`src/design/dbt_consts.svh`:
```
`ifndef DBT_CONSTS_SVH
`define DBT_CONSTS_SVH

// register port offsets (8-bit data)
`define DBT_OFF_CMPAH 4'h0
`define DBT_OFF_CMPAL 4'h1
`define DBT_OFF_CMPBH 4'h2
`define DBT_OFF_CMPBL 4'h3
`define DBT_OFF_FIFOH 4'h4
`define DBT_OFF_FIFOL 4'h5
`define DBT_OFF_TRIG  4'h6
`define DBT_OFF_CTRL  4'h7
`define DBT_OFF_STAT  4'h8

// trigger control fields
`define DBT_T_OPSEL 7
`define DBT_T_BEGIN 6
// debug control fields
`define DBT_C_EN    7
`define DBT_C_ARM   6
`define DBT_C_TAG   5
`define DBT_C_BREAKPOINT_ENABLE 4
`define DBT_C_A_DIR_QUALIFY_ENABLE 3
`define DBT_C_RWA   2
`define DBT_C_B_DIR_QUALIFY_ENABLE 1
`define DBT_C_RWB   0
// background status/control fields
`define DBT_S_PERMIT 7
`define DBT_S_BKEN   5
`define DBT_S_FTS    4
`define DBT_S_COMM_CLOCK_SELECT  3

`define DBT_TRIG_RST 8'h00
`define DBT_CTRL_RST 8'h00
`define DBT_CMP_RST  16'h0000
`define DBT_SCR_RST  8'h00
`define DBT_BKPT_RST 16'h0000
`define DBT_DEPTH    4'h8
`define DBT_TRK_DEPTH 3'h4

`endif

```
`src/design/dbt_pkg.sv`:
```
package dbt_pkg;
    typedef enum logic [3:0] {
        DBT_A_ONLY    = 4'h0,
        DBT_A_OR_B    = 4'h1,
        DBT_A_THEN_B  = 4'h2,
        DBT_EVT_B     = 4'h3,
        DBT_A_EVT_B   = 4'h4,
        DBT_A_AND_B   = 4'h5,
        DBT_A_NOT_B   = 4'h6,
        DBT_INSIDE    = 4'h7,
        DBT_OUTSIDE   = 4'h8
    } dbt_mode_e;

    typedef struct packed {
        logic [15:0] addr;
        logic [7:0]  rdata;
        logic [7:0]  wdata;
        logic        rw;
        logic        valid;
        logic        bdc_access;
    } dbt_bus_s;

    typedef struct packed {
        logic fetch;
        logic exec;
        logic flush;
    } dbt_op_s;

    typedef struct packed {
        logic tag;
        logic force_brk;
        logic use_swi;
    } dbt_brk_s;
endpackage : dbt_pkg

```
`src/design/dbt_trace_mem.sv`:
```
`timescale 1ns/1ns
module dbt_trace_mem (
    input  wire logic        clk,
    input  wire logic        we,
    input  wire logic [2:0]  waddr,
    input  wire logic [15:0] wdata,
    input  wire logic [2:0]  raddr,
    output logic      [15:0] rdata
);
    logic [15:0] mem [0:7];

    always_ff @(posedge clk) begin
        if (we) begin
            mem[waddr] <= wdata;
        end
        rdata <= mem[raddr];
    end
endmodule : dbt_trace_mem

```
`src/design/dbt_opcode_track.sv`:
```
`timescale 1ns/1ns
`include "dbt_consts.svh"
module dbt_opcode_track (
    input  wire logic clk,
    input  wire logic rst_n,
    input  wire logic match,
    input  wire logic fetch,
    input  wire logic exec,
    input  wire logic flush,
    output logic      hit
);
    logic [3:0] q_reg;
    logic [3:0] q_next;
    logic [2:0] n_reg;
    logic [2:0] n_next;

    // one tag bit rides with each queued opcode; a flush drops them unexecuted
    always_comb begin
        q_next = q_reg;
        n_next = n_reg;
        if (exec && n_reg != 3'h0) begin
            q_next = {1'b0, q_reg[3:1]};
            n_next = n_reg - 3'h1;
        end
        if (fetch && n_next != `DBT_TRK_DEPTH) begin
            q_next[n_next[1:0]] = match;
            n_next = n_next + 3'h1;
        end
        if (flush) begin
            q_next = 4'h0;
            n_next = 3'h0;
        end
    end

    always_ff @(posedge clk or negedge rst_n) begin
        if (!rst_n) begin
            q_reg <= 4'h0;
            n_reg <= 3'h0;
            hit   <= 1'b0;
        end else begin
            q_reg <= q_next;
            n_reg <= n_next;
            hit   <= exec && n_reg != 3'h0 && q_reg[0];
        end
    end
endmodule : dbt_opcode_track

```
`src/design/dbt_top.sv`:
```
// What this block does
// - four-bit trigger mode field selects one of nine modes.
// - opcode-fetch select routes each comparator through its own opcode tracker.
// - begin bit: store from trigger, or circularly until trigger.
// - writing arm with enable set sets armed flag, clears comparator flags and count.
// - begin run ends when FIFO full; end run ends at trigger.
// - writing zero to arm or enable stops the run at once.
// - FIFO holds change-of-flow addresses, or data bytes in event modes.
// - event-only modes ignore begin bit and always run begin-type.
// - each comparator optionally also requires matching bus direction.
// - breakpoint enable lets the trigger request a tag or force break.
// - A-only matches A; A-or-B matches either comparator.
// - A-then-B fires on a B match after any earlier A match.
// - A-and-B-data needs A address and B low byte data together.
// - A-and-not-B-data needs A address and data unequal to B low.
// - full modes with tag break issue the tag on A match alone.
// - event-only-B stores the data byte at every B match.
// - A-then-event-B stores data at B matches after an A match.
// - inside range fires when A <= address <= B.
// - outside range fires when address < A or address > B.
// - tag break marks the queued opcode; force break finishes the instruction.
// - without background permit a break becomes a software interrupt.
// - permit bit locked while background active; four status bits read-only.
// - trace buffer holds eight sixteen-bit entries.
// - comparators never match during background controller accesses.
// - full modes compare write data when A qualifies writes, else read data.
`timescale 1ns/1ns
`include "dbt_consts.svh"
module dbt_top (
    input  wire logic              clk,
    input  wire logic              rst_n,
    input  wire dbt_pkg::dbt_bus_s cpu,
    input  wire dbt_pkg::dbt_op_s  op,
    input  wire logic              cof_valid,
    input  wire logic [15:0]       cof_addr,
    input  wire logic              reg_sel,
    input  wire logic              reg_we,
    input  wire logic [3:0]        reg_addr,
    input  wire logic [7:0]        reg_wdata,
    output logic      [7:0]        reg_rdata,
    input  wire logic              bdc_ctrl_we,
    input  wire logic [7:0]        bdc_ctrl_wdata,
    input  wire logic              bdc_bkpt_we,
    input  wire logic [15:0]       bdc_bkpt_wdata,
    output logic      [7:0]        bdc_status,
    output logic      [15:0]       bdc_bkpt,
    input  wire logic              bg_active,
    input  wire logic              wait_stop,
    input  wire logic              ws_fail,
    input  wire logic              dv_fail,
    output logic                   comm_clock_select,
    output dbt_pkg::dbt_brk_s      brk
);
    import dbt_pkg::*;

    logic [15:0] cmp_a_reg;
    logic [15:0] cmp_b_reg;
    logic [7:0]  trig_reg;
    logic [7:0]  ctrl_reg;
    logic [7:0]  scr_reg;
    logic [15:0] bkpt_reg;
    logic        armed_reg;
    logic        armed_next;
    logic        af_reg;
    logic        bf_reg;
    logic        started_reg;
    logic [3:0]  cnt_reg;
    logic [3:0]  cnt_next;
    logic [2:0]  wr_ptr_reg;
    logic [15:0] mem_rdata;
    logic [7:0]  rd_mux;
    logic        trig;
    logic [1:0]  hit_raw;
    logic [1:0]  hit_trk;
    dbt_brk_s    brk_next;
    dbt_mode_e   mode;

    assign mode = dbt_mode_e'(trig_reg[3:0]);

    wire dbg_en = ctrl_reg[`DBT_C_EN];
    wire a_dir_qualify_enable  = ctrl_reg[`DBT_C_A_DIR_QUALIFY_ENABLE];
    wire a_dir_match_value    = ctrl_reg[`DBT_C_RWA];
    wire b_dir_qualify_enable  = ctrl_reg[`DBT_C_B_DIR_QUALIFY_ENABLE];
    wire b_dir_match_value    = ctrl_reg[`DBT_C_RWB];
    wire op_sel = trig_reg[`DBT_T_OPSEL];

    // comparators
    wire cmp_ok    = cpu.valid & ~cpu.bdc_access & dbg_en;
    wire a_dir     = ~a_dir_qualify_enable | (cpu.rw == a_dir_match_value);
    wire b_dir     = ~b_dir_qualify_enable | (cpu.rw == b_dir_match_value);
    wire a_hit     = cmp_ok & a_dir & (cpu.addr == cmp_a_reg);
    wire b_hit     = cmp_ok & b_dir & (cpu.addr == cmp_b_reg);
    wire [7:0] bus_byte = (a_dir_qualify_enable & ~a_dir_match_value) ? cpu.wdata : cpu.rdata;
    wire data_eq   = (bus_byte == cmp_b_reg[7:0]);
    wire in_range  = cmp_ok & a_dir & (cpu.addr >= cmp_a_reg)
                     & (cpu.addr <= cmp_b_reg);
    wire out_range = cmp_ok & a_dir & ((cpu.addr < cmp_a_reg)
                     | (cpu.addr > cmp_b_reg));

    assign hit_raw = {b_hit, a_hit};

    // separate trackers so an A and a B tag can be in the queue together
    genvar gi;
    generate
        for (gi = 0; gi < 2; gi++) begin : g_trk
            dbt_opcode_track u_trk (
                .clk   (clk),
                .rst_n (rst_n),
                .match (hit_raw[gi]),
                .fetch (op.fetch),
                .exec  (op.exec),
                .flush (op.flush),
                .hit   (hit_trk[gi])
            );
        end
    endgenerate

    wire a_q = op_sel ? hit_trk[0] : hit_raw[0];
    wire b_q = op_sel ? hit_trk[1] : hit_raw[1];

    always_comb begin
        case (mode)
            DBT_A_ONLY:   trig = a_q;
            DBT_A_OR_B:   trig = a_q | b_q;
            DBT_A_THEN_B: trig = b_q & af_reg;
            DBT_EVT_B:    trig = b_q;
            DBT_A_EVT_B:  trig = b_q & af_reg;
            DBT_A_AND_B:  trig = a_q & data_eq;
            DBT_A_NOT_B:  trig = a_q & ~data_eq;
            DBT_INSIDE:   trig = in_range;
            DBT_OUTSIDE:  trig = out_range;
            default:      trig = 1'b0;
        endcase
    end

    wire fire       = armed_reg & trig;
    wire event_mode = (mode == DBT_EVT_B) | (mode == DBT_A_EVT_B);
    wire full_mode  = (mode == DBT_A_AND_B) | (mode == DBT_A_NOT_B);
    wire begin_eff  = trig_reg[`DBT_T_BEGIN] | event_mode;

    // begin type skips the trigger cycle itself, end type keeps it as last entry
    wire store = armed_reg & (event_mode ? fire
                 : cof_valid & (~begin_eff | started_reg));
    wire [15:0] store_data = event_mode ? {8'h00, bus_byte} : cof_addr;

    // register port decode
    wire wr_en    = reg_sel & reg_we;
    wire ctrl_wr  = wr_en & (reg_addr == `DBT_OFF_CTRL);
    wire arm_go   = ctrl_wr & reg_wdata[`DBT_C_ARM] & reg_wdata[`DBT_C_EN];
    wire arm_stop = ctrl_wr & ~arm_go;
    wire pop      = reg_sel & ~reg_we & (reg_addr == `DBT_OFF_FIFOL)
                    & ~armed_reg & (cnt_reg != 4'h0);
    wire end_run  = begin_eff ? (store & (cnt_next == `DBT_DEPTH))
                    : fire;

    always_comb begin
        if (arm_go) begin
            cnt_next = 4'h0;
        end else if (store) begin
            cnt_next = (cnt_reg == `DBT_DEPTH) ? cnt_reg : cnt_reg + 4'h1;
        end else if (pop) begin
            cnt_next = cnt_reg - 4'h1;
        end else begin
            cnt_next = cnt_reg;
        end
    end

    always_comb begin
        if (arm_go) begin
            armed_next = 1'b1;
        end else if (arm_stop | (armed_reg & end_run)) begin
            armed_next = 1'b0;
        end else begin
            armed_next = armed_reg;
        end
    end

    // oldest entry sits count places behind the write pointer
    wire [2:0] rd_ptr = wr_ptr_reg - cnt_reg[2:0];

    dbt_trace_mem u_mem (
        .clk   (clk),
        .we    (store),
        .waddr (wr_ptr_reg),
        .wdata (store_data),
        .raddr (rd_ptr),
        .rdata (mem_rdata)
    );

    // breakpoints
    wire breakpoint_enable    = ctrl_reg[`DBT_C_BREAKPOINT_ENABLE];
    wire tag_sel  = ctrl_reg[`DBT_C_TAG];
    wire tag_src  = full_mode ? (armed_reg & a_q) : fire;
    wire bdc_hit  = scr_reg[`DBT_S_BKEN] & cpu.valid & ~cpu.bdc_access
                    & (cpu.addr == bkpt_reg);
    wire fts      = scr_reg[`DBT_S_FTS];

    assign brk_next.tag       = (breakpoint_enable & tag_sel & tag_src) | (bdc_hit & ~fts);
    assign brk_next.force_brk = (breakpoint_enable & ~tag_sel & fire) | (bdc_hit & fts);
    assign brk_next.use_swi   = ~scr_reg[`DBT_S_PERMIT];

    // permit bit cannot change while background mode is active
    wire permit_new = bg_active ? scr_reg[`DBT_S_PERMIT]
                      : bdc_ctrl_wdata[`DBT_S_PERMIT];
    wire [7:0] scr_wr = {permit_new, 1'b0, bdc_ctrl_wdata[5:3], 3'h0};

    always_comb begin
        case (reg_addr)
            `DBT_OFF_CMPAH: rd_mux = cmp_a_reg[15:8];
            `DBT_OFF_CMPAL: rd_mux = cmp_a_reg[7:0];
            `DBT_OFF_CMPBH: rd_mux = cmp_b_reg[15:8];
            `DBT_OFF_CMPBL: rd_mux = cmp_b_reg[7:0];
            `DBT_OFF_FIFOH: rd_mux = mem_rdata[15:8];
            `DBT_OFF_FIFOL: rd_mux = mem_rdata[7:0];
            `DBT_OFF_TRIG:  rd_mux = trig_reg;
            `DBT_OFF_CTRL:  rd_mux = ctrl_reg;
            `DBT_OFF_STAT:  rd_mux = {af_reg, bf_reg, armed_reg, 1'b0, cnt_reg};
            default:        rd_mux = 8'h00;
        endcase
    end

    always_ff @(posedge clk or negedge rst_n) begin
        if (!rst_n) begin
            cmp_a_reg <= `DBT_CMP_RST;
            cmp_b_reg <= `DBT_CMP_RST;
            trig_reg  <= `DBT_TRIG_RST;
            ctrl_reg  <= `DBT_CTRL_RST;
        end else if (wr_en) begin
            case (reg_addr)
                `DBT_OFF_CMPAH: cmp_a_reg[15:8] <= reg_wdata;
                `DBT_OFF_CMPAL: cmp_a_reg[7:0]  <= reg_wdata;
                `DBT_OFF_CMPBH: cmp_b_reg[15:8] <= reg_wdata;
                `DBT_OFF_CMPBL: cmp_b_reg[7:0]  <= reg_wdata;
                `DBT_OFF_TRIG:  trig_reg        <= reg_wdata;
                `DBT_OFF_CTRL:  ctrl_reg        <= reg_wdata;
                default:        ;
            endcase
        end
    end

    // a comparator flag set in the same cycle as an arm write is kept
    always_ff @(posedge clk or negedge rst_n) begin
        if (!rst_n) begin
            armed_reg   <= 1'b0;
            af_reg      <= 1'b0;
            bf_reg      <= 1'b0;
            started_reg <= 1'b0;
            cnt_reg     <= 4'h0;
            wr_ptr_reg  <= 3'h0;
        end else begin
            armed_reg   <= armed_next;
            af_reg      <= (armed_reg & a_q) | (af_reg & ~arm_go);
            bf_reg      <= (armed_reg & b_q) | (bf_reg & ~arm_go);
            started_reg <= (started_reg | (fire & begin_eff)) & ~arm_go;
            cnt_reg     <= cnt_next;
            if (store) begin
                wr_ptr_reg <= wr_ptr_reg + 3'h1;
            end
        end
    end

    always_ff @(posedge clk or negedge rst_n) begin
        if (!rst_n) begin
            scr_reg   <= `DBT_SCR_RST;
            bkpt_reg  <= `DBT_BKPT_RST;
            reg_rdata <= 8'h00;
            brk       <= '0;
            bdc_status <= 8'h00;
        end else begin
            if (bdc_ctrl_we) begin
                scr_reg <= scr_wr;
            end
            if (bdc_bkpt_we) begin
                bkpt_reg <= bdc_bkpt_wdata;
            end
            if (reg_sel & ~reg_we) begin
                reg_rdata <= rd_mux;
            end
            brk <= brk_next;
            bdc_status <= {scr_reg[7], bg_active, scr_reg[5:3],
                           wait_stop, ws_fail, dv_fail};
        end
    end

    assign bdc_bkpt          = bkpt_reg;
    assign comm_clock_select = scr_reg[`DBT_S_COMM_CLOCK_SELECT];

    property p_arm_start;
        @(posedge clk) disable iff (!rst_n)
        arm_go |=> armed_reg && cnt_reg == 4'h0;
    endproperty
    a_arm_start: assert property (p_arm_start)
        else $error("arm write did not start a clean run");

    property p_stop;
        @(posedge clk) disable iff (!rst_n)
        arm_stop |=> !armed_reg;
    endproperty
    a_stop: assert property (p_stop)
        else $error("arm or enable cleared but run continues");

    property p_begin_full;
        @(posedge clk) disable iff (!rst_n)
        armed_reg && begin_eff && store && cnt_reg == 4'h7 && !arm_go
            |=> !armed_reg && cnt_reg == 4'h8;
    endproperty
    a_begin_full: assert property (p_begin_full)
        else $error("begin run did not end on full buffer");

    property p_end_trig;
        @(posedge clk) disable iff (!rst_n)
        fire && !begin_eff && !arm_go |=> !armed_reg;
    endproperty
    a_end_trig: assert property (p_end_trig)
        else $error("end run did not stop at trigger");

    property p_event_byte;
        @(posedge clk) disable iff (!rst_n)
        fire && event_mode |-> store && store_data[15:8] == 8'h00;
    endproperty
    a_event_byte: assert property (p_event_byte)
        else $error("event mode trigger not stored as data byte");

    property p_unused_mode;
        @(posedge clk) disable iff (!rst_n)
        trig_reg[3:0] > 4'h8 |-> !trig;
    endproperty
    a_unused_mode: assert property (p_unused_mode)
        else $error("unused mode code produced a trigger");

    property p_bdc_quiet;
        @(posedge clk) disable iff (!rst_n)
        cpu.bdc_access |-> !a_hit && !b_hit && !in_range && !out_range;
    endproperty
    a_bdc_quiet: assert property (p_bdc_quiet)
        else $error("comparator matched during background access");

    property p_permit_lock;
        @(posedge clk) disable iff (!rst_n)
        bdc_ctrl_we && bg_active |=> $stable(scr_reg[7]);
    endproperty
    a_permit_lock: assert property (p_permit_lock)
        else $error("permit bit changed while background active");

    property p_force_brk;
        @(posedge clk) disable iff (!rst_n)
        fire && breakpoint_enable && !tag_sel |=> brk.force_brk && !$past(brk.force_brk, 2)
            || brk.force_brk;
    endproperty
    a_force_brk: assert property (p_force_brk)
        else $error("qualified trigger gave no force request");

    property p_swi;
        @(posedge clk) disable iff (!rst_n)
        !scr_reg[`DBT_S_PERMIT] ##1 !scr_reg[`DBT_S_PERMIT] |-> brk.use_swi;
    endproperty
    a_swi: assert property (p_swi)
        else $error("break not redirected to software interrupt");
endmodule : dbt_top

```
`config.mk`:
```
export PLATFORM = sky130hd
export DESIGN_NAME = dbt_top
export DESIGN_NICKNAME = d
export VERILOG_FILES = /design/src/design/dbt_pkg.sv /design/src/design/dbt_trace_mem.sv /design/src/design/dbt_opcode_track.sv /design/src/design/dbt_top.sv
export VERILOG_INCLUDE_DIRS = /design/src /design/src/design
export SDC_FILE = /design/constraint.sdc
export NUM_CORES = 1
export LEC_CHECK = 0
export BUFFER_PORTS_ARGS = -buffer_cell sky130_fd_sc_hd__buf_2
export CAP_MARGIN = 30
export CORE_MARGIN = 1.5
export CORE_UTILIZATION = 55
export CTS_BUF_LIST = sky130_fd_sc_hd__clkbuf_4 sky130_fd_sc_hd__clkbuf_8
export DETAILED_ROUTE_END_ITERATION = 6
export PLACE_DENSITY = 0.79
export SLEW_MARGIN = 20
export SYNTH_ARGS = -nofsm -noshare
export SYNTH_HDL_FRONTEND = slang
export SYNTH_SLANG_ARGS = --single-unit
```
`constraint.sdc`:
```
create_clock -name clk -period 4.1 [get_ports clk]
set_input_delay 0.615 -clock clk [delete_from_list [all_inputs] [get_ports clk]]
set_output_delay 0.615 -clock clk [all_outputs]
set_load 0.005 [all_outputs]
```
-- After elaboration in Yosys (flattened, before gate mapping)
Memories as Yosys holds them, arrays and structs flattened. A register that Yosys moved wholly into a read port is not among the register bits.
Cells that the tools add are included.
- multiplexer cells: 35
- equal/unequal tests: 26
- $lt $le $gt $ge: 8
- shift-type cells: 0
- reductions and logical operators: 22
- bitwise gates (word level): 69
- $add $sub $neg: 8
- $mul: 0
- divide/modulo/power cells: 0
- operator list (kind ; count):
    $pmux W8 S9 ; 1
    $eq A16 B16 Y1 ; 3
    $and A1 B1 Y1 ; 42
    $mux W4 ; 10
    $eq A4 B3 Y1 const B ; 8
    $mux W3 ; 6
    $eq A4 B2 Y1 const B ; 4
    $eq A4 B4 Y1 const B ; 4
    $ge A16 B16 Y1 ; 1
    $gt A16 B16 Y1 ; 1
    $le A16 B16 Y1 ; 1
    $lt A16 B16 Y1 ; 1
    $mux W16 ; 1
    $or A1 B1 Y1 ; 14
    $reduce_and A2 Y1 ; 7
    $not A1 Y1 ; 13
    $mux W1 ; 11
    $add A3 B1 Y3 const B ; 3
    $bwmux W4 ; 2
    $eq A4 B1 Y1 const B ; 2
    $eq A8 B8 Y1 ; 1
    $logic_and A1 B1 Y1 ; 8
    $logic_not A4 Y1 ; 2
    $mux W8 ; 1
    other kinds (14) ; 21
- bits in registers: 114
- bits in writable memories: 128
- word-level logic and storage cells: 195
- output and inout port bits: 36
- latch bits: 0
- ROM bits: 0
- memories kept: 1
- memories (memory ; depth ; bits a word ; rd ports ; clocked after Yosys merged registers in ; write ports ; line ; RTL):
    u_mem.mem ; 8 ; 16 ; 1 ; 1 ; 1 ; dbt_trace_mem.sv:10 ; logic [15:0] mem [0:7];

-- Depth between registers and ports, before layout
Gate-level depths: netlist of run 1.
- depth in word-level cells: 20
- gate-level depth with buffers: 13
- depth with buffers taken out: 12

-- Modules after synthesis
From an unflattened synthesis of run 1, not the netlist that was laid out.
- cell total of the unflattened synthesis: 1010
- area, all modules: 12643.4 µm²
- modules (own cells, without submodules) (module ; area an instance (µm²) ; cells each ; times used):
    dbt_top ; 6108.4 ; 655 ; 1
    dbt_trace_mem ; 5293.8 ; 214 ; 1
    dbt_opcode_track (g_trk[0].u_trk) ; 644.4 ; 74 ; 1
    dbt_opcode_track (g_trk[1].u_trk) ; 596.8 ; 67 ; 1

-- Worst setup path before layout of run 1
No wires, ideal clock.
- kind: input-to-reg
- start point: input cpu[26] in the netlist's numbering
- end point: memory u_mem.mem[2][0], enable pin
- stages on the path: 9
- arrival time: 3738 ps
- path buffers: 1
- required time: 3687 ps
- setup time: 413 ps
- setup slack: -51 ps
- cell sequence: ha_1 nand4_1 or4_4 o41ai_4 and3b_1 o21a_2 buf_6 nand2_1 nor3b_1
- longest elaborated chain between the ends: 10
- elaborated cells on any way between the ends: 24
- those cells by class: order compare: 4; eq/ne: 2; mux: 6; bitwise: 12
- ends and longest elaborated chain (element ; line ; RTL):
    from (decl) ; dbt_top.sv:32 ; input wire dbt_pkg::dbt_bus_s cpu,
    parallel branches: the longest is 4 deep, another holds $lt A16 B16 Y1 ; n/a ;
    $pmux W1 S8 * ; dbt_top.sv:122 ; case (mode)
    $and A1 B1 Y1 * ; dbt_top.sv:136 ; wire fire = armed_reg & trig;
    $mux W1 * ; dbt_top.sv:142 ; wire store = armed_reg & (event_mode ? fire
    $and A1 B1 Y1 * ; dbt_top.sv:142 ;
    $mux W1 * ; dbt_trace_mem.sv:13 ; if (we) begin
    $mux W1 (not written as such) * ; dbt_trace_mem.sv:14 ; mem[waddr] <= wdata;
    to (decl) ; dbt_trace_mem.sv:10 ;
Mark *: on every way between the ends.

-- Worst setup path after layout of run 1
- start point: register cmp_b_reg[7]
- end point: memory u_mem.mem[2][14], enable pin
- longest elaborated chain between the ends: 10
- elaborated cells on any way between the ends: 20
- those cells by class: order compare: 2; eq/ne: 2; mux: 5; bitwise: 11
- ends and longest elaborated chain (element ; line ; RTL):
    from (decl) ; dbt_top.sv:57 ; logic [15:0] cmp_b_reg;
    from (signal assigned) ; dbt_top.sv:225 ; cmp_b_reg <= `DBT_CMP_RST;
    from (signal assigned) ; dbt_top.sv:233 ; `DBT_OFF_CMPBL: cmp_b_reg[7:0] <= reg_wdata;
    parallel branches: the longest is 4 deep, another holds $gt A16 B16 Y1 ; n/a ;
    $pmux W1 S8 * ; dbt_top.sv:122 ;
    $and A1 B1 Y1 * ; dbt_top.sv:136 ;
    $mux W1 * ; dbt_top.sv:142 ;
    $and A1 B1 Y1 * ; dbt_top.sv:142 ;
    $mux W1 * ; dbt_trace_mem.sv:13 ;
    $mux W1 (not written as such) * ; dbt_trace_mem.sv:14 ;
Marks and branches as above.

==> results of run 1 <==
## final cells by class
| class | instances | area [um^2] |
|---|---|---|
| clock buffers | 67 | 828 |
| inverters | 59 | 221 |
| well taps | 280 | 350 |
| flip-flops and latches | 258 | 7020 |
| multi-input cells | 568 | 4750 |
| repair buffers | 152 | 813 |
| clock inverters | 13 | 190 |
| fillers | 1567 | 7520 |
## power by group
part / internal, mW / total, mW / switching [mW]
sequential: 3.22 / 3.52 / 0.307
clock: 1.56 / 2.59 / 1.03
combinational: 1.58 / 3.26 / 1.68
total: 6.36 / 9.38 / 3.02
## metrics by stage
stage,area (um^2),hold slack [ns]
2_1_floorplan,12100,0.319
3_3_place_gp,13100,0.357
3_5_place_dp,13100,0.365
4_1_cts,14200,0.0146
5_1_grt,14200,0.0302
6_report,14200,0.0197
## layout by cell type, fill, tap and decap left out, types with 7 or more instances in the layout
master / count
clkbuf_4: 15
buf_4: 21
dfxtp_1: 16
mux2i_1: 32
xnor2_1: 15
dfrtp_1: 114
a21oi_1: 36
ha_1: 47
nor2b_1: 14
nand4_1: 7
nor2_1: 49
edfxtp_1: 128
inv_1: 59
buf_2: 131
o22ai_1: 18
xor2_1: 22
nand2_1: 76
nand3_1: 12
clkbuf_8: 52
mux4_2: 38
mux2_2: 55
o21ai_0: 48
## kinds of logic after synthesis
| logic type | count (synthesis) | synth area share [%] |
|---|---|---|
| compound gates | 160 | 8.59 |
| xor+xnor | 38 | 2.75 |
| fa+ha+maj | 49 | 5.14 |
| buf+inv | 92 | 2.97 |
| flops | 258 | 58.1 |
| mux | 125 | 14.9 |
| simple gates | 196 | 7.61 |
## final timing paths
path / startpoint / to
worst max register to register: cmp_b_reg[7] / u_mem.mem[2][14]
min in group clk: dv_fail / bdc_status[0]
worst max-delay path: cmp_b_reg[7] / u_mem.mem[2][14]
worst min-delay path: rst_n / reg_rdata[0]
worst min register to register: scr_reg[7] / bdc_status[7]
max in group asynchronous: rst_n / wr_ptr_reg[0]
## worst reg2reg max path, stage by stage (launching register included)
cell and delay (ns):
dfrtp_1 0.41, inv_1 0.14, ha_1 0.34, nand4_1 0.11, or4_4 0.59, o41ai_4 0.38, and3b_1 0.24, o21a_2 0.27
nand2_1 0.22, nor3b_2 0.22, buf_4 0.30
## synth_stat cells, types with 5 or more instances
master	n	area, um^2
ha_1	48	601
xor2_1	22	193
buf_1	6	22.5
xnor2_1	16	140
nor3_1	8	40.0
nor2b_1	14	87.6
mux2i_1	32	320
edfxtp_1	128	3840
mux2_2	55	619
nor3b_1	6	45.0
mux4_2	38	856
dfrtp_1	114	2850
a211oi_1	6	45.0
nand3_1	12	60.1
nor2_1	49	184
nand4_1	7	43.8
inv_1	59	221
nand2_1	76	285
a221oi_1	5	43.8
o21ai_0	48	240
a21oi_1	36	180
clkbuf_1	23	86.3
a31oi_1	6	37.5
dfxtp_1	16	320
o22ai_1	18	113
## layer usage
layer | part of all wire (%) | wire length (um) | GRT usage [%]
met2 | 48 | 13200 | 41.8
met1 | 41 | 11300 | 33.3
met3 | 8.4 | 2320 | 4.82
met5 | 0 | 0 | 0
met4 | 2.8 | 777 | 8.88
==> impl_results.md, run 1 <==
* Status: completed
* F_max at ~0.28 GHz
* Final setup fails at 0
* Global-route usage over all layers at 25.2%
* Clk sinks at about 260
* Kind of critical path: reg -> reg
* Final hold violations at 0
* Post-DP HPWL at about 19,000 um
* Post-synthesis sequential area ratio at 58.1%
* CP startpoint kind: flip-flop
* Grt ovf at 0
* Worst path depth at 10
* Area Overhead vs Synth at 17.3%
* Antenna Cells at 0
* Largest Register: u_mem.mem
* Max-Cap Viols at 0
* Synthesized area per cell at between 10 and 15 um^2
* Cell count after synthesis at just over 900
* R2R setup slack at ~0.54 ns
* Yosys warns at 0
* Syn nets at between 1k and 1.5k
* Total Die Area at between 20,000 and 25,000 um^2
* Area of the core at roughly 22,000 um^2
* Ys async rst share at between 40% and 50%
* Count of hold-fix buffers inserted at cts at 0
* CP Max Fanout at 16
* IR drop worst, VDD at approximately 550 uV
* Synthesized area at 12,100 um^2
* Tmin final at 3.56 ns
* Number of enable flip-flop cells after synthesis at approximately 130
* Port bufs at ~130
* Req. time, crit path at roughly 4.3 ns
* Slowest CP cell: or4_4
* R2R cell count at 10
* Root Buffer: clkbuf_8
* Pin count of the biggest net entering global routing at just over 40
* Antenna violations before repair at 0
* Placed Cells at 1,317
* Slew @ Worst Pin at 0.911 ns
* Non-filler cells, final at roughly 1.4k
* Max_slew headroom at between 30% and 40%
* CP Capture Type: flip-flop
* Row count at 54
* TritonCTS clock tree: built
* Clk_lat worst skew at 0.57 ns
* Fin util at between 60% and 70%
* Ys flop type: edfxtp_1
* Reg clk slew, reported paths at around 0.06 ns
* Wirelength per Cell at around 20 um
* Initial Util at approximately 56%
* Total CTS buffers at 43
* Final worst-path setup slack at roughly 0.54 ns
* Pre-CTS WS at approximately 0.34 ns
* I/O pin cnt at 137
* CP max stage delay at 0.59 ns
* Crit path cell chain: inv_1 -> ha_1 -> nand4_1 -> or4_4 -> o41ai_4 -> and3b_1 -> o21a_2 -> nand2_1 -> nor3b_2 -> buf_4
* Layout cells sized above 1 at ~31%
* Nets@finish at ~1.2k
* Pwr dens at ~660 nW/um^2
* Data arrival, critical path at 3.79 ns
* Number of flip-flops in the largest register at between 100 and 150
* GPL Wtd Cong at 0.950
* CTS HTree Levels at 2
* DR vias/cell at around 5.8
* Postcts setup bufs at 0
* DR pass1 iterations at 5
* Iteration-0 DRC Markers at 814
* Leakage at a little under 6 nW
* Setup TNS at 0 ns
* Fin crit share at a little under 90%
* Total power at 9.38 mW
* Post-synthesis cell type count at 71
* Pins Over Slew Limit at 0
* Hold crit path type: in -> async
* Buf+Inv Stages, Crit Path at 2
* DRC viols at 0
* RSZ-0062 raised after global routing: no
* Clock skew at approximately 0.026 ns
* WL final at about 28,000 um
* Vias in the first global route at 8,050
* Die Wd at around 150 um
* Routed Antenna Nets at 0
* Post-cts sizing count at 0
* Register bit total from synthesis at approximately 260
* Die height at around 150 um
* Vias at 8,093
* First-pass GRT wire length at 43,000 um
* CP top delay family: simple AND/OR/NAND/NOR gates
* Max clock buf depth at 3
No activity file was read; power rests on OpenSTA's default activity.
==> run 2, diff against run 1 <==
CORE_MARGIN = 3   (was 1.5)
==> run 2 against run 1 <==
Effect of this change: utilization up 1.1 points; non-clock buffer count up 7; setup slack better by 0.071 ns; critical path type unchanged; critical endpoint is now u_mem.mem[4][4].
==> impl_results.md, run 2 (synthesized netlist as in run 1, its figures left out) <==
* Vias at 8,075 (-0.22%)
* Final worst-path setup slack at 0.616 ns (+0.0711 ns)
* Routed Antenna Nets at 0 (unchanged)
* Leakage at 5.90 nW (-0.33%)
* CP max stage delay at 0.62 ns (+0.03 ns)
* Layout cells sized above 1 at 30.7% (-0.34 points)
* Cell internal pwr at 6.21 mW (-2.3%)
* Setup TNS at 0 ns (unchanged)
* F_max at 0.287 GHz (+2.0%)
* Largest Register: u_mem.mem
* Data arrival, critical path at 3.70 ns (-0.09 ns)
* Max-Cap Viols at 0 (unchanged)
* CP Capture Type: flip-flop
* Port bufs at 132 (unchanged)
* Slew @ Worst Pin at 0.965 ns (+0.0541 ns)
* DR vias/cell at 5.78 (-0.29%)
* Die Wd at 154 um (+2.0%)
* Antenna violations before repair at 0 (unchanged)
* Total Die Area at 23,800 um^2 (+4.0%)
* Crit path cell chain: inv_1 -> ha_1 -> nand4_1 -> or4_4 -> o41ai_4 -> and3b_1 -> o21a_2 -> nand2_1 -> nor3b_2 -> buf_4
* Nets@finish at 1,239 (+0.57%)
* Final hold violations at 0 (unchanged)
* Switching Share at 32.8% (+0.63 points)
* I/O pin cnt at 137 (unchanged)
* Vias in the first global route at 8,241 (+2.4%)
* Number of flip-flops in the largest register at 128 (unchanged)
* Reg-to-Reg Start: cmp_b_reg[7]
* RR Endpoint: u_mem.mem[4][4]
* R2R setup slack at 0.62 ns (+0.07 ns)
* TritonCTS clock tree: built
* Placed Cells at 1,318 (+0.076%)
* Pwr dens at 654 nW/um^2 (-1.2%)
* Area Overhead vs Synth at 17.1%
* Fin crit share at 85.0% (-1.7 points)
* First-pass GRT wire length at 44,500 um (+3.6%)
* Req. time, crit path at 4.31 ns (-0.02 ns)
* CP Max Fanout at 16 (unchanged)
* Total CTS buffers at 43 (unchanged)
* Iteration-0 DRC Markers at 668 (-18%)
* DR pass1 iterations at 5 (unchanged)
* Global-route usage over all layers at 23.8% (-1.4 points)
* CP startpoint kind: flip-flop
* Commonest non-fill, non-tap cell in the layout: buf_2
* Switch Pwr at 3.03 mW (+0.55%)
* Fin util at 66.5% (+1.1 points)
* Pins Over Slew Limit at 0 (unchanged)
* CTS HTree Levels at 2 (unchanged)
* Fillers at 1,558 (-0.57%)
* Worst Hold Path Cells at 1
* Final hold slack at 0.176 ns (+0.157 ns)
* Pin count of the biggest net entering global routing at 51 (+24%)
* Clock skew at 0.0253 ns (-0.000829 ns)
* Area of the core at 21,300 um^2 (-1.9%)
* R2R cell count at 10 (unchanged)
* Worst Setup EP: u_mem.mem[4][4]
* Most frequent cells in the layout: buf_2, edfxtp_1, dfrtp_1
* Clk sinks at 258 (unchanged)
* Total power at 9.25 mW (-1.4%)
* Max_slew headroom at 35.6% (-3.6 points)
* Root Buffer: clkbuf_8
* Reg clk slew, reported paths at 0.06 ns (about the same)
* Post-placement cell area at 13,200 um^2 (+0.45%)
* Sequential share of power at 38.0% (+0.4 points)
* Wirelength per Cell at 20.2 um (+2.3%)
* WL final at 28,300 um (+2.4%)
* DRC viols at 0 (unchanged)
* Crit path launch: cmp_b_reg[7]
* Comb pwr share at 35.8% (+1.0 points)
* Tmin final at 3.48 ns (-0.0711 ns)
* GPL Wtd Cong at 0.921 (-3.1%)
* Hold crit path type: in -> reg
* Final setup fails at 0 (unchanged)
* Antenna Cells at 0 (unchanged)
* Post-route cell area at 14,100 um^2 (-0.14%)
* Grt ovf at 0 (unchanged)
* Pre-CTS WS at 0.479 ns (+0.143 ns)
* RSZ-0062 raised after global routing: no
* Max clock buf depth at 3 (unchanged)
* Row count at 53 (-1.9%)
* IR drop worst, VDD at 465 uV (-15%)
* Die height at 154 um (+2.0%)
* Post-DP HPWL at 20,300 um (+4.6%)
* Slowest CP cell: or4_4
* Clock Power Share at 26.1% (-1.6 points)
* Non-filler cells, final at 1,398 (+0.072%)
* Status: completed
* Post-cts sizing count at 0 (unchanged)
* Kind of critical path: reg -> reg
* Initial Util at 56.8% (+1.1 points)
* Clk_lat worst skew at 0.56 ns (about the same)
==> run 2: cell count changes in the layout (fill, tap and decap cells not counted), moves of 3 or more <==
cell,change
clkinv_1,+7
buf_4,+5
clkbuf_4,-4
clkbuf_8,-4
clkinvlp_4,+3
==> run 2: repair_timing <==
| action | in CTS | in global routing |
|---|---|---|
| hold buffers | 1 | 0 |
| hold endpoints to repair | 1 | 0 |
| buffers inserted | 0 | 0 |
==> run 2: worst min path at each step <==
stage / startpoint / endpoint
2_1_floorplan: rst_n / af_reg
3_3_place_gp: scr_reg[7] / bdc_status[7]
3_5_place_dp: scr_reg[7] / bdc_status[7]
4_1_cts: bg_active / bdc_status[6]
5_1_grt: bg_active / bdc_status[6]
6_report: bg_active / bdc_status[6]
==> run 2: routing by layer <==
| metal | global-route usage, % | up-vias | routed length (um) |
|---|---|---|---|
| li1 | - | 3744 | - |
| met2 | 39.4 | 291 | 13800 |
| met4 | 7.19 | 0 | 563 |
| met1 | 32.4 | 3991 | 11700 |
| met5 | 0 | - | 0 |
| met3 | 4.45 | 49 | 2180 |
==> run 2: cell type report <==
cell class                      instances  area (um^2)  area share [%]
Multi-Input combinational cell        568         4750            33.6
Inverter                               59          221            1.57
Clock inverter                         20          186            1.32
Tap cell                              275          344            2.43
Clock buffer                           59          743            5.25
Timing Repair Buffer                  159          888            6.28
Sequential cell                       258         7020            49.6
==> run 2: worst max-delay path, delay by kind of cell (launching register included) <==
kind                     cells  cell delay [ns]
AND/OR/NAND/NOR              5             1.38
adder cells (fa/ha/maj)      1             0.32
buffers and inverters        2             0.43
flip-flops                   1             0.46
AO/OA/AOI/OAI                2             0.54
==> run 2: power by group through the flow <==
stage	Clock (mW)	Combinational [mW]	Sequential, mW
floorplan	0	2.47	3.42
global placement	0	3.24	3.54
detailed placement	0	3.32	3.56
CTS	2.47	3.34	3.51
global route	2.58	3.63	3.56
finish	2.42	3.31	3.52
==> run 3, diff against run 2 <==
clock period = 3.1 ns   (was 4.1 ns; I/O delays follow)
==> run 3 against run 2 <==
Effect of this change: the flow now finishes with violations (negative setup slack); power is 34% higher; highest routed layer unchanged; clock-buffer cell count increased by 4; clock skew shrank 0.0054 ns; final area up 3.8%; fmax grew 12%; global-route usage is 0.41 points higher; register-to-register slack worse by 0.62 ns; sequential power up 32%; die area unchanged; largest cell class unchanged; utilization is 2.5 points higher; setup slack worse by 0.62 ns.
==> impl_results.md, run 3 (synthesized netlist as in run 1, its figures left out) <==
* Status: finished, violations left
* Violated checks: negative setup slack
* Number of flip-flops in the largest register at 128 (unchanged)
* IR drop worst, VDD at 549 uV (+18%)
* Final setup fails at 1 (+1)
* Comb pwr share at 38.2% (+2.4 points)
* Antenna violations before repair at 0 (unchanged)
* Clock Power Share at 24.6% (-1.5 points)
* Fin crit share at 100% (+15 points)
* Fin util at 69.0% (+2.5 points)
* TritonCTS clock tree: built
* Switching Share at 33.3% (+0.54 points)
* Global-route usage over all layers at 24.2% (+0.41 points)
* Area Overhead vs Synth at 21.6%
* Leakage at 6.14 nW (+4.0%)
* Pin count of the biggest net entering global routing at 70 (+37%)
* Routed Antenna Nets at 0 (unchanged)
* Vias in the first global route at 8,325 (+1.0%)
* Final hold slack at 0.0408 ns (-0.136 ns)
* Layout cells sized above 1 at 34.1% (+3.4 points)
* Most frequent cells in the layout: buf_2, edfxtp_1, dfrtp_1
* Data arrival, critical path at 3.37 ns (-0.33 ns)
* Kind of critical path: reg -> reg
* DRC viols at 0 (unchanged)
* Total Die Area at 23,800 um^2 (unchanged)
* Sequential share of power at 37.2% (-0.8 points)
* Pwr dens at 847 nW/um^2 (+29%)
* Hold crit path type: in -> reg
* GPL Wtd Cong at 0.953 (+3.5%)
* Die Wd at 154 um (unchanged)
* CP startpoint kind: flip-flop
* Antenna Cells at 0 (unchanged)
* Nets@finish at 1,278 (+3.1%)
* Final worst-path setup slack at -0.000156 ns (-0.616 ns)
* Pins Over Slew Limit at 0 (unchanged)
* Clk sinks at 258 (unchanged)
* CP Capture Type: flip-flop
* Grt ovf at 0 (unchanged)
* Wirelength per Cell at 20.6 um (+1.5%)
* First-pass GRT wire length at 45,000 um (+1.2%)
* Commonest non-fill, non-tap cell in the layout: buf_2
* Placed Cells at 1,350 (+2.4%)
* Max clock buf depth at 3 (unchanged)
* Die height at 154 um (unchanged)
* CP Max Fanout at 8 (-8)
* Register area at 7020 um^2 (unchanged)
* Max_slew headroom at 52.4% (+17 points)
* CTS HTree Levels at 2 (unchanged)
* Area of the multi-input gates at 4900 um^2 (+3.3%)
* Largest Register: u_mem.mem
* DR pass1 iterations at 5 (unchanged)
* Non-filler cells, final at 1,437 (+2.8%)
* Clock skew at 0.0200 ns (-0.00535 ns)
* Req. time, crit path at 3.37 ns (-0.94 ns)
* Clk_lat worst skew at 0.56 ns (about the same)
* I/O pin cnt at 137 (unchanged)
* Cell internal pwr at 8.29 mW (+33%)
* Final hold violations at 0 (unchanged)
* RSZ-0062 raised after global routing: yes
* Switch Pwr at 4.15 mW (+37%)
* F_max at 0.323 GHz (+12%)
* Area of the core at 21,300 um^2 (unchanged)
* Port bufs at 132 (unchanged)
* Post-DP HPWL at 20,800 um (+2.7%)
* DR vias/cell at 5.74 (-0.58%)
* Iteration-0 DRC Markers at 671 (+0.45%)
* WL final at 29,500 um (+4.4%)
* Reg clk slew, reported paths at 0.06 ns (about the same)
* Max-Cap Viols at 0 (unchanged)
* Pre-CTS WS at -0.155 ns (-0.635 ns)
* Row count at 53 (unchanged)
* Tmin final at 3.10 ns (-0.384 ns)
* Vias at 8,252 (+2.2%)
* Initial Util at 56.8% (unchanged)
* Total CTS buffers at 42 (-2.3%)
* Fillers at 1,463 (-6.1%)
* Root Buffer: clkbuf_8
* Slew @ Worst Pin at 0.714 ns (-0.251 ns)
[run 3: cell count changes in the layout (fill, tap and decap cells not counted), sizes merged]
cell,before,now
inv,61,60
bufinv,3,0
clkbuf,59,64
clkinv,12,13
dlygate4sd3,1,4
clkinvlp,3,1
buf,158,194
[run 3: final cells by class]
class,count,share of cell area (%)
clock buffers,63,5.48
inverters,59,1.51
flip-flops and latches,258,47.8
repair buffers,199,8.92
clock inverters,15,0.588
multi-input cells,568,33.4
well taps,275,2.34
[run 3: repair_timing]
item / CTS / global route
gates cloned: 0 / 1
hold endpoints to repair: 22 / 0
buffers inserted: 0 / 4
endpoints found under the setup margin: 1 / 68
gates resized for setup: 2 / 14
pin swaps: 0 / 4
hold buffers: 4 / 0
[run 3: power by group through the flow]
stage | clock (mW) | combinational (mW) | sequential [mW]
floorplan | 0 | 3.31 | 4.54
global placement | 0 | 4.56 | 4.66
detailed placement | 0 | 4.68 | 4.68
CTS | 3.11 | 4.72 | 4.62
global route | 3.29 | 5.15 | 4.67
finish | 3.06 | 4.75 | 4.63
[run 3: worst max-delay path, stage by stage, from the launching register on]
cell and delay [ns]:
dfrtp_1 0.35, inv_1 0.10, ha_1 0.31, nand4_1 0.14, or4_4 0.59, o41ai_4 0.24
and3b_2 0.25, o21a_4 0.20, nand2_8 0.09, nor3b_4 0.23, buf_6 0.15, clkbuf_16 0.16
[run 3: path summary, 6_finish.rpt]
check	from	endpoint	slack (ns)	cells past startpoint
setup reg to reg	cmp_b_reg[4]	u_mem.mem[2][12]	-0.0002	11
min in group asynchronous	rst_n	cmp_b_reg[5]	0.33	2
hold / removal	bg_active	bdc_status[6]	0.04	1
setup / recovery	cmp_b_reg[4]	u_mem.mem[2][12]	-0.0002	11
max in group asynchronous	rst_n	g_trk[1].u_trk.n_reg[1]	2.10	3
hold reg to reg	scr_reg[7]	bdc_status[7]	0.37	0
[run 3: per-stage QoR]
stage / TNS, ns / power, mW / area, um^2
2_1_floorplan: 0 / 7.85 / 12200
3_3_place_gp: -2.19 / 9.22 / 13600
3_5_place_dp: -8.81 / 9.36 / 13600
4_1_cts: 0 / 12.4 / 14500
5_1_grt: -0.383 / 13.1 / 14700
6_report: -0.000156 / 12.4 / 14700
[run 3: layer usage]
metal | track usage, % | wire, um | vias to the layer above
met5 | 0 | 0 | -
met4 | 8.07 | 765 | 0
met3 | 4.70 | 2090 | 64
met2 | 40.4 | 14400 | 310
met1 | 32.2 | 12300 | 4049
li1 | - | - | 3829
